==> src/flc_regs.vh <==
`ifndef FLC_REGS_VH
`define FLC_REGS_VH

// Clock
`define FLC_CLK_NS          25
`define FLC_CLK_KHZ         40000

// Host command opcodes
`define FLC_OP_READ         3'h0
`define FLC_OP_PROGRAM      3'h1
`define FLC_OP_CHIP_ERASE   3'h2
`define FLC_OP_MAIN_ERASE   3'h3
`define FLC_OP_LOCKOUT      3'h4
`define FLC_OP_ID_ENTRY     3'h5
`define FLC_OP_ID_EXIT3     3'h6
`define FLC_OP_ID_EXIT1     3'h7

// Unlock addresses and command bytes
`define FLC_UNLOCK1_ADDR    16'h5555
`define FLC_UNLOCK2_ADDR    16'h2AAA
`define FLC_UNLOCK1_DATA    16'h00AA
`define FLC_UNLOCK2_DATA    16'h0055
`define FLC_CMD_SETUP       16'h0080
`define FLC_CMD_PROGRAM     16'h00A0
`define FLC_CMD_CHIP_ERASE  16'h0010
`define FLC_CMD_MAIN_ERASE  16'h0030
`define FLC_CMD_LOCKOUT     16'h0040
`define FLC_CMD_ID_ENTRY    16'h0090
`define FLC_CMD_ID_EXIT     16'h00F0

// Status bit positions
`define FLC_POLL_BIT        7
`define FLC_TOGGLE_BIT      6

// Bus timing
`define FLC_WE_LOW_NS       50
`define FLC_ACC_NS          70
`define FLC_SYNC_CYC        2
`define FLC_WE_LOW_CYC      ((`FLC_WE_LOW_NS + `FLC_CLK_NS - 1) / `FLC_CLK_NS)
`define FLC_ACC_CYC         ((`FLC_ACC_NS + `FLC_CLK_NS - 1) / `FLC_CLK_NS)
`define FLC_RD_CYC          (`FLC_ACC_CYC + `FLC_SYNC_CYC)

// Give-up time for one program or erase
`define FLC_OP_TIMEOUT_MS   20000
`define FLC_OP_TIMEOUT_CYC  (`FLC_OP_TIMEOUT_MS * `FLC_CLK_KHZ)

`endif

==> src/flc_host.v <==
// Contract
// RQ1: Flash drives stored word when chip select and output gate low, write high.
// RQ2: Flash floats data whenever chip select or output gate is high. The model drives the inverted last read word instead.
// RQ3: Chip erase clears boot and main, or main only when locked.
// RQ4: Flash returns to array read after chip erase by itself.
// RQ5: Main erase sets non-boot words to all ones, boot kept.
// RQ6: Main erase is six writes ending 30 to 5555.
// RQ7: Erase is self-timed and needs no further strobes.
// RQ8: Programming only clears bits; only erase sets them again.
// RQ9: Word program is AA/5555, 55/2AAA, A0/5555, then data/address.
// RQ10: Address taken at later falling strobe, data at earlier rising strobe.
// RQ11: Flash times its own program pulses within word program time.
// RQ12: Boot region is words 0000 through 1FFF.
// RQ13: Lockout permanently blocks boot program and erase, main stays writable.
// RQ14: Lockout is six writes ending 40 to 5555.
// RQ15: In identification mode, word 0002 bit 0 shows lockout state.
// RQ16: Identification entry ends 90; exit by three-cycle F0 or single F0.
// RQ17: Identification codes match for software and hardware entry.
// RQ18: During program, last location reads inverted bit 7 until done.
// RQ19: During program or erase, bit 6 toggles on successive reads.
// RQ20: No program while output gate low, chip select high or write high.
// RQ21: Strobe pulses below about 15 ns start nothing.
// RQ22: Command cycles use low data byte; top address bit ignored.
// RQ23: Broken unlock sequences are discarded, decoder back to read.
// RQ24: Host waits for polling or toggle to show completion.
`timescale 1ns/1ps
`include "flc_regs.vh"
module flc_host
#(
  parameter TIMEOUT_CYC = `FLC_OP_TIMEOUT_CYC
)
(
  input  wire        core_clk_i,
  input  wire        rst_n_i,
  input  wire        cmd_valid_i,
  input  wire [2:0]  cmd_op_i,
  input  wire [15:0] cmd_addr_i,
  input  wire [15:0] cmd_data_i,
  output reg         cmd_ready_o,
  output reg         rsp_valid_o,
  output reg  [15:0] rsp_data_o,
  output reg         rsp_err_o,
  output reg         id_mode_o,
  output reg  [15:0] flash_addr_o,
  output reg  [15:0] flash_data_o,
  output reg         flash_data_oe_o,
  input  wire [15:0] flash_data_i,
  output reg         flash_ce_n_o,
  output reg         flash_oe_n_o,
  output reg         flash_we_n_o
);
  localparam [6:0] S_IDLE = 7'h01;
  localparam [6:0] S_WSET = 7'h02;
  localparam [6:0] S_WLOW = 7'h04;
  localparam [6:0] S_WHI  = 7'h08;
  localparam [6:0] S_GAPW = 7'h10;
  localparam [6:0] S_RD   = 7'h20;
  localparam [6:0] S_GAPR = 7'h40;
  // Write and read counts kept as integers and cut to the counter width where loaded
  localparam integer WE_LOW_CYC = `FLC_WE_LOW_CYC;
  localparam integer RD_CYC     = `FLC_RD_CYC;
  localparam [31:0]  TMO_CYC    = TIMEOUT_CYC;

  reg [6:0]  state;
  reg [2:0]  op, step;
  reg [15:0] uaddr, udata, rd;
  // Two-stage synchroniser for the data pins
  reg [15:0] sync1, sync2;
  reg [3:0]  cnt;
  reg        polling, have_prev, prev_toggle;
  reg [31:0] tmo;

  // Index of the last write cycle of each command sequence
  function [2:0] flc_last_step;
    input [2:0] fop;
    begin
      case (fop)
        `FLC_OP_PROGRAM:  flc_last_step = 3'h3;
        `FLC_OP_ID_ENTRY: flc_last_step = 3'h2;
        `FLC_OP_ID_EXIT3: flc_last_step = 3'h2;
        `FLC_OP_ID_EXIT1: flc_last_step = 3'h0;
        default:          flc_last_step = 3'h5;
      endcase
    end
  endfunction
  // Bus address of one write cycle; top address bit left low in unlock cycles
  function [15:0] flc_cyc_addr;
    input [2:0]  fop;
    input [2:0]  fstep;
    input [15:0] faddr;
    begin
      if (fop == `FLC_OP_ID_EXIT1 || (fop == `FLC_OP_PROGRAM && fstep == 3'h3))
        flc_cyc_addr = faddr;
      else if (fstep == 3'h1 || fstep == 3'h4)
        flc_cyc_addr = `FLC_UNLOCK2_ADDR;
      else
        flc_cyc_addr = `FLC_UNLOCK1_ADDR;
    end
  endfunction
  // Data of one write cycle; command bytes carry a zero upper byte
  function [15:0] flc_cyc_data;
    input [2:0]  fop;
    input [2:0]  fstep;
    input [15:0] fdata;
    begin
      case (fstep)
        3'h0: flc_cyc_data = (fop == `FLC_OP_ID_EXIT1) ? `FLC_CMD_ID_EXIT : `FLC_UNLOCK1_DATA;
        3'h1: flc_cyc_data = `FLC_UNLOCK2_DATA;
        3'h2:
          case (fop)
            `FLC_OP_PROGRAM:  flc_cyc_data = `FLC_CMD_PROGRAM;
            `FLC_OP_ID_ENTRY: flc_cyc_data = `FLC_CMD_ID_ENTRY;
            `FLC_OP_ID_EXIT3: flc_cyc_data = `FLC_CMD_ID_EXIT;
            default:          flc_cyc_data = `FLC_CMD_SETUP;
          endcase
        3'h3: flc_cyc_data = (fop == `FLC_OP_PROGRAM) ? fdata : `FLC_UNLOCK1_DATA;
        3'h4: flc_cyc_data = `FLC_UNLOCK2_DATA;
        default:
          case (fop)
            `FLC_OP_CHIP_ERASE: flc_cyc_data = `FLC_CMD_CHIP_ERASE;
            `FLC_OP_MAIN_ERASE: flc_cyc_data = `FLC_CMD_MAIN_ERASE;
            default:            flc_cyc_data = `FLC_CMD_LOCKOUT;
          endcase
      endcase
    end
  endfunction
  wire is_prog = (op == `FLC_OP_PROGRAM);
  wire needs_poll = is_prog || op == `FLC_OP_CHIP_ERASE ||
                    op == `FLC_OP_MAIN_ERASE || op == `FLC_OP_LOCKOUT;
  // Two equal toggle samples, and for a program the true bit 7, mean done
  wire poll_done = have_prev && (rd[`FLC_TOGGLE_BIT] == prev_toggle) &&
                   (!is_prog || rd[`FLC_POLL_BIT] == udata[`FLC_POLL_BIT]);
  always @(posedge core_clk_i or negedge rst_n_i)
  begin
    if (!rst_n_i)
    begin
      state           <= S_IDLE;
      op              <= `FLC_OP_READ;
      uaddr           <= 16'h0000;
      udata           <= 16'h0000;
      step            <= 3'h0;
      cnt             <= 4'h0;
      polling         <= 1'b0;
      have_prev       <= 1'b0;
      prev_toggle     <= 1'b0;
      tmo             <= 32'h0000_0000;
      rd              <= 16'h0000;
      sync1           <= 16'h0000;
      sync2           <= 16'h0000;
      cmd_ready_o     <= 1'b0;
      rsp_valid_o     <= 1'b0;
      rsp_data_o      <= 16'h0000;
      rsp_err_o       <= 1'b0;
      id_mode_o       <= 1'b0;
      flash_addr_o    <= 16'h0000;
      flash_data_o    <= 16'h0000;
      flash_data_oe_o <= 1'b0;
      flash_ce_n_o    <= 1'b1;
      flash_oe_n_o    <= 1'b1;
      flash_we_n_o    <= 1'b1;
    end
    else
    begin
      sync1       <= flash_data_i;
      sync2       <= sync1;
      rsp_valid_o <= 1'b0;
      if (polling)
        tmo <= tmo + 32'h0000_0001;
      case (state)
        S_IDLE:
        begin
          cmd_ready_o <= 1'b1;
          if (cmd_valid_i && cmd_ready_o)
          begin
            cmd_ready_o <= 1'b0;
            op          <= cmd_op_i;
            uaddr       <= cmd_addr_i;
            udata       <= cmd_data_i;
            step        <= 3'h0;
            polling     <= 1'b0;
            have_prev   <= 1'b0;
            tmo         <= 32'h0000_0000;
            flash_ce_n_o <= 1'b0;
            if (cmd_op_i == `FLC_OP_READ)
            begin
              flash_addr_o <= cmd_addr_i;
              flash_oe_n_o <= 1'b0; // RQ1
              cnt          <= RD_CYC[3:0];
              state        <= S_RD;
            end
            else
            begin
              // Whole sequences only, so the flash never sees a broken unlock
              flash_addr_o    <= flc_cyc_addr(cmd_op_i, 3'h0, cmd_addr_i); // RQ23
              flash_data_o    <= flc_cyc_data(cmd_op_i, 3'h0, cmd_data_i); // RQ22
              flash_data_oe_o <= 1'b1;
              state           <= S_WSET;
            end
          end
        end
        S_WSET:
        begin
          // Output gate stays high and chip select low before the strobe falls
          flash_we_n_o <= 1'b0; // RQ20
          cnt          <= WE_LOW_CYC[3:0] - 4'h1;
          state        <= S_WLOW;
        end
        S_WLOW:
        begin
          // Strobe held well past the noise filter width
          if (cnt == 4'h0)
          begin
            flash_we_n_o <= 1'b1; // RQ21
            state        <= S_WHI;
          end
          else
            cnt <= cnt - 4'h1;
        end
        S_WHI:
        begin
          // Write strobe rises first, so data is latched there with hold
          flash_ce_n_o    <= 1'b1; // RQ10
          flash_data_oe_o <= 1'b0;
          state           <= S_GAPW;
        end
        S_GAPW:
        begin
          if (step != flc_last_step(op))
          begin
            step            <= step + 3'h1;
            flash_addr_o    <= flc_cyc_addr(op, step + 3'h1, uaddr); // RQ9 RQ6 RQ14 RQ16
            flash_data_o    <= flc_cyc_data(op, step + 3'h1, udata); // RQ9 RQ6 RQ14 RQ16
            flash_data_oe_o <= 1'b1;
            flash_ce_n_o    <= 1'b0;
            state           <= S_WSET;
          end
          else if (needs_poll)
          begin
            // Program polls its own word, erases and lockout poll 5555
            polling      <= 1'b1; // RQ24
            flash_addr_o <= is_prog ? uaddr : `FLC_UNLOCK1_ADDR; // RQ18
            flash_ce_n_o <= 1'b0;
            flash_oe_n_o <= 1'b0;
            cnt          <= RD_CYC[3:0];
            state        <= S_RD;
          end
          else
          begin
            id_mode_o   <= (op == `FLC_OP_ID_ENTRY); // RQ16
            rsp_valid_o <= 1'b1;
            rsp_err_o   <= 1'b0;
            rsp_data_o  <= 16'h0000;
            cmd_ready_o <= 1'b1;
            state       <= S_IDLE;
          end
        end
        S_RD:
        begin
          // Data pins are never driven while the output gate is low
          if (cnt == 4'h0)
          begin
            rd           <= sync2; // RQ1
            flash_ce_n_o <= 1'b1;  // RQ2
            flash_oe_n_o <= 1'b1;  // RQ2
            state        <= S_GAPR;
          end
          else
            cnt <= cnt - 4'h1;
        end
        S_GAPR:
        begin
          if (!polling || poll_done || tmo >= TMO_CYC)
          begin
            // Timeout gives up rather than hanging on a dead part
            polling     <= 1'b0; // RQ19 RQ24
            rsp_valid_o <= 1'b1;
            rsp_err_o   <= polling && !poll_done;
            rsp_data_o  <= rd;
            cmd_ready_o <= 1'b1;
            state       <= S_IDLE;
          end
          else
          begin
            prev_toggle  <= rd[`FLC_TOGGLE_BIT]; // RQ19
            have_prev    <= 1'b1;
            flash_ce_n_o <= 1'b0;
            flash_oe_n_o <= 1'b0;
            cnt          <= RD_CYC[3:0];
            state        <= S_RD;
          end
        end
        default:
          state <= S_IDLE;
      endcase
    end
  end
endmodule

==> config.mk <==
export PLATFORM = sky130hd
export DESIGN_NAME = flc_host
export DESIGN_NICKNAME = d
export VERILOG_FILES = /design/src/flc_host.v
export VERILOG_INCLUDE_DIRS = /design/src
export SDC_FILE = /design/constraint.sdc
export NUM_CORES = 1
export LEC_CHECK = 0
export ABC_AREA = 1
export BUFFER_PORTS_ARGS = -buffer_cell sky130_fd_sc_hd__buf_2
export CELL_PAD_IN_SITES_DETAIL_PLACEMENT = 2
export CELL_PAD_IN_SITES_GLOBAL_PLACEMENT = 2
export CORE_AREA = 8 8 169 171
export CTS_BUF_LIST = sky130_fd_sc_hd__clkbuf_16
export DETAILED_ROUTE_END_ITERATION = 8
export DIE_AREA = 0 0 177 179
export PLACE_DENSITY = 0.81
export SYNTH_ARGS = -nofsm -noshare
export SYNTH_HDL_FRONTEND = slang
export SYNTH_SLANG_ARGS = --single-unit
==> constraint.sdc <==
create_clock -name core_clk_i -period 2.36 [get_ports core_clk_i]
set_input_delay 0.236 -clock core_clk_i [delete_from_list [all_inputs] [get_ports core_clk_i]]
set_output_delay 0.236 -clock core_clk_i [all_outputs]
set_load 0.01 [all_outputs]
# Word-level counts from Yosys, hierarchy flattened
# Index checks and enable logic that the tools add are counted.
# totals
register_bits	188
out_inout_bits	56
word_cells	194
# op_classes
n_addsub	3
magnitude_cmp	1
eq_ne	35
n_mux	80
bitwise_logic	3
n_reduce_logical	48
# ops
cell	count
16-bit two-way mux	14
32-bit two-way mux	3
16-bit case mux with 2 select lines	3
16-bit case mux with 4 select lines	1
7-bit case mux with 7 select lines	1
7-bit two-way mux	5
32-bit by 1-bit adder with 32-bit output (second input constant)	1
32-bit by 30-bit >= comparator with 1-bit output (second input constant)	1
1-bit two-way mux	25
4-bit two-way mux	6
6-bit two-way mux	4
2-bit != test (second input constant)	12
7-bit case mux with 3 select lines	1
4-bit case mux with 5 select lines	1
3-bit == test (second input constant)	6
4-bit AND reduction	4
15-bit two-way mux	1
3-bit AND reduction	5
7-bit case mux with 2 select lines	1
7-bit AND reduction	2
3-bit by 2-bit == test with 1-bit output (second input constant)	4
5-bit AND reduction	2
5-bit nonzero test	2
3-bit two-way mux	3
other kinds (30)	62

# Logic depth before layout (Yosys ltp)
# depth
depth_word	8
mapped_depth	16

# Worst setup path before layout
# Ideal clock, no wire load.
# synth_timing
kind	reg-to-reg
from	reg step[0]
to	reg flash_addr_o[0]
t_arrival_ns	2.047
required_ns	2.240
path_slack_ns	0.192
path_stages_with_launch	15
path_cell_list	dfrtp_1 ha_1 ha_1 inv_1 nand2_1 inv_1 nand2_1 nand2_2 inv_1 nand2_1 o21ai_0 nand2_1 nand2_1 o21ai_1 nand2_1
# synth_between
elab_chain_cells	7
word_cells_on_any_way	14
cone_classes	add/sub (1); eq/ne (5); mux (4); reduce/logical (4)
# synth_rtl
item	line	source
from (decl)	flc_host.v:65	reg [2:0] op, step;
from (signal assigned)	flc_host.v:230	step <= step + 3'h1;
3-bit by 1-bit adder with 3-bit output	flc_host.v:231	flash_addr_o <= flc_cyc_addr(op, step + 3'h1, uaddr);
3-bit by 1-bit == test with 1-bit output, or another cell as far along	flc_host.v:94	else if (fstep == 3'h1 || fstep == 3'h4)
1-bit logical OR or 1-bit logical AND (tied branches)	flc_host.v:94, flc_host.v:92	
15-bit two-way mux or 1-bit logical OR (tied branches)	flc_host.v:94, flc_host.v:92	
16-bit two-way mux	flc_host.v:92	if (fop == `FLC_OP_ID_EXIT1 || (fop == `FLC_OP_PROGRAM && fstep == 3'h3))
16-bit two-way mux	flc_host.v:228	if (step != flc_last_step(op))
16-bit case mux with 2 select lines	flc_host.v:169	case (state)
to (signal assigned)	flc_host.v:186	flash_addr_o <= cmd_addr_i;
to (signal assigned)	flc_host.v:231	
to (signal assigned)	flc_host.v:241	flash_addr_o <= is_prog ? uaddr : `FLC_UNLOCK1_ADDR;
to (decl)	flc_host.v:44	output reg [15:0] flash_addr_o,
# Parallel ways exist; a longest one is shown, timed or not.
# A chain may end at the register's enable or synchronous reset.

# Worst setup path in the final report
# Same ends and word-level chain as after synthesis.

==> out/metrics.csv <==
metric;value;unit
post-synthesis sequential area ratio;0.542;
Setup Viol. Count Final;0;
DP Wirelength;20800;um
Crit-path slowest cell;dfrtp_2;
clock slew at reported path FFs;0.08;ns
PortBufs;109;
cells after synthesis;1096;
Via density;5.05;
Cell variety after synth;38;
reg2reg path depth;14;
drt pass-1 iters;4;
Starting Density;0.337;
Lkg Pwr;5.53;nW
Congestion Overflow GR;0;
Synth warnings;0;
FP Rows;59;
WL final;31900;um
vias in the first global route;9355;
Pins Over Slew Limit;0;
Die ar.;31700;um2
Hold Violations, Final;0;
CP Launch Type;register;
Die X-Extent;177;um
CP most frequent cell;nand2_1;
CTS Root Cell;clkbuf_16;
crit path DAT;2.63;ns
Finished Core Util;0.420;
power density over cell area;1030;nW/um2
post-route clock period utilization;0.956;
syn_nets;1158;
Yosys top cell by area;dfrtp_1;
Area contributors post-synth;dfrtp_1 (53%), nand2_1 (18%), nand3_1 (4.7%);
max frequency;443;MHz
Area growth, synth to finish;24.6;%
maximum VDD drop;0.494;mV
share of layout cells above drive strength 1;0.172;
fill count;2938;
Nets;1319;
Final Cell Area;10800;um2
H-tree Lvls;4;
Synth Cell Area;8690;um2
Ports;110;
critical path depth;14;
Worst-Skew Late Latency;0.45;ns
Top delay family on crit path;simple AND/OR/NAND/NOR gates;
gr usage total;0.205;
Setup TNS;0;ns
CTS tree;built;
number of clock sinks;188;
gpl congestion;0.816;
Critical Path Fanout Max;8;
Avg Cell Area, Syn;7.93;um2
Avg WL per Cell;19.8;um
total power;0.0112;W
Synth top area share;0.530;
worst rel slew slack;0.546;
Placed Area;9800;um2
synthesized flop and latch total;188;
Num CTS Buffers;17;
fin crit period;2.26;ns
Worst Hold Class;in2reg;
worst-path cell chain;ha_1 -> ha_1 -> inv_1 -> nand2_1 -> inv_1 -> nand2_1 -> nand2_2 -> inv_2 -> buf_4 -> o21ai_2 -> nand2_1 -> nand2_1 -> o21ai_2 -> nand2_1;
setup slack after layout;0.103;ns
Post-route DRC;0;
Place WS;-0.0149;ns
WP buf/inv;4;
hold depth;3;
core area;25800;um2
Worst EP required;2.74;ns
initial antenna violation count;2;
largest net degree at the start of global routing;75;
Layout Skew;0.0208;ns
WS Path Type;reg2reg;
ANT nets after route;0;
global-route wire length before repair;51100;um
initial drt markers;390;
routed via count;8114;
Max-Cap Viols;0;
Worst setup EP type;register;
Worst-Margin Slew;0.681;ns
CTS max path bufs;2;
Largest stage delay, worst path;0.43;ns
Die Ht;179;um
outcome;finished clean;
## worst reg2reg max path, delay by kind of cell (launching register included)
family / cells / cell delay [ns]
DFF: 1 / 0.43
and+or+nand+nor: 6 / 0.57
adders and majority gates: 2 / 0.52
AOI/OAI and AO/OA: 2 / 0.24
buffers and inverters: 4 / 0.44
## through the flow
step | cells | hold WS (ns)
global placement | 1540 | 0.318
finish | 1607 | 0.0123
CTS | 1598 | 0.00129
global route | 1606 | 0.0218
floorplan | 1096 | -0.0596
detailed placement | 1540 | 0.322
## sequential cells by signal, indices dropped and copies added, names as in the netlist, 3 cells and up
signal and cells:
cnt 4, flash_data_o 16, flash_addr_o 16, tmo 32
sync2 16, uaddr 16, state 7, rd 16
udata 16, step 3, rsp_data_o 16, op 3
sync1 16
## cells in the final DEF, fill, tap and decap left out, types with 3 or more instances in the layout
cell,count
nand4_1,13
dfstp_2,4
nand2_4,3
xnor2_1,5
nand2_2,7
xor2_1,9
buf_2,108
o21ai_0,73
dlygate4sd3_1,26
nand3_1,82
nand2_1,408
clkbuf_16,17
nor3_1,14
a21oi_1,18
buf_12,4
dfrtp_1,183
clkinv_8,6
inv_12,5
nor2_2,6
nor2_1,100
o21a_1,4
buf_4,32
inv_1,86
inv_6,4
o21ai_1,12
ha_1,8
inv_2,8
nor2_4,5
## metal layers
layer / vias up / part of all wire / track usage
li1: 3793 / - / -
met1: 4158 / 0.41 / 0.237
met2: 117 / 0.54 / 0.379
met3: 44 / 0.033 / 0.0343
met4: 2 / 0.019 / 0.0627
met5: - / 0.00028 / 0
## cell usage after synthesis
library cell	count
nand2_1	411
dfrtp_1	184
nor2_1	106
inv_1	88
nand3_1	82
o21ai_0	77
a21oi_1	18
clkbuf_1	18
nor3_1	15
nand4_1	13
o21ai_1	10
xor2_1	9
ha_1	8
inv_2	6
nand2_2	6
buf_2	5
xnor2_1	5
dfstp_2	4
o21a_1	4
buf_1	3
nor2_2	3
buf_4	2
buf_6	2
nor2_4	2
nor3b_1	2
a211oi_1	1
a31oi_1	1
and2_1	1
clkinv_1	1
inv_4	1
nand2_4	1
nand3_2	1
nor2_8	1
nor4_1	1
o2111ai_1	1
o21bai_1	1
o22ai_1	1
or2_2	1
## where the power goes
group	switching, W	total [W]	leakage [nW]	internal, W
sequential	0.000455	0.00436	2.43	0.00390
clock	0.00164	0.00313	0.307	0.00149
combinational	0.00256	0.00368	2.79	0.00113
total	0.00465	0.0112	5.53	0.00652
## path summary, 6_finish.rpt
path,startpoint,slack [ns],endpoint
setup / recovery,step[0],0.10,flash_addr_o[0]
hold / removal,cmd_addr_i[11],0.01,uaddr[11]
setup reg to reg,step[0],0.10,flash_addr_o[0]
hold reg to reg,sync1[7],0.35,sync2[7]
max in group asynchronous,rst_n_i,1.24,flash_we_n_o
min in group asynchronous,rst_n_i,0.39,tmo[7]
## cells by family (layout without fill, tap and decap cells)
kind of cell               count (synthesis)  after routing  synth area share
AOI/OAI and AO/OA                        114            114            0.0681
xor gates and xnor gates                  14             14            0.0141
adders and majority gates                  8              8            0.0115
buffers and inverters                    126            300            0.0580
DFF                                      188            188             0.542
other                                      0              2                 0
and+or+nand+nor                          646            646             0.306
## cell type report
| cell class | count | area, um2 | share of cell area |
|---|---|---|---|
| Clock inverter | 15 | 216 | 0.0200 |
| Antenna cell | 2 | 5.00 | 0.000462 |
| Sequential cell | 188 | 4710 | 0.435 |
| Timing Repair Buffer | 172 | 1150 | 0.106 |
| Tap cell | 335 | 419 | 0.0387 |
| Inverter | 96 | 365 | 0.0338 |
| Multi-Input combinational cell | 782 | 3540 | 0.327 |
| Clock buffer | 17 | 425 | 0.0393 |
## timing repair
action / CTS / global route
hold buffers: 26 / 0
endpoints found under the hold margin: 91 / 0
setup endpoints to repair: 5 / 54
pin swaps: 0 / 1
setup buffers: 0 / 7
gates resized for setup: 5 / 21
(Power assumes the default switching activity.)
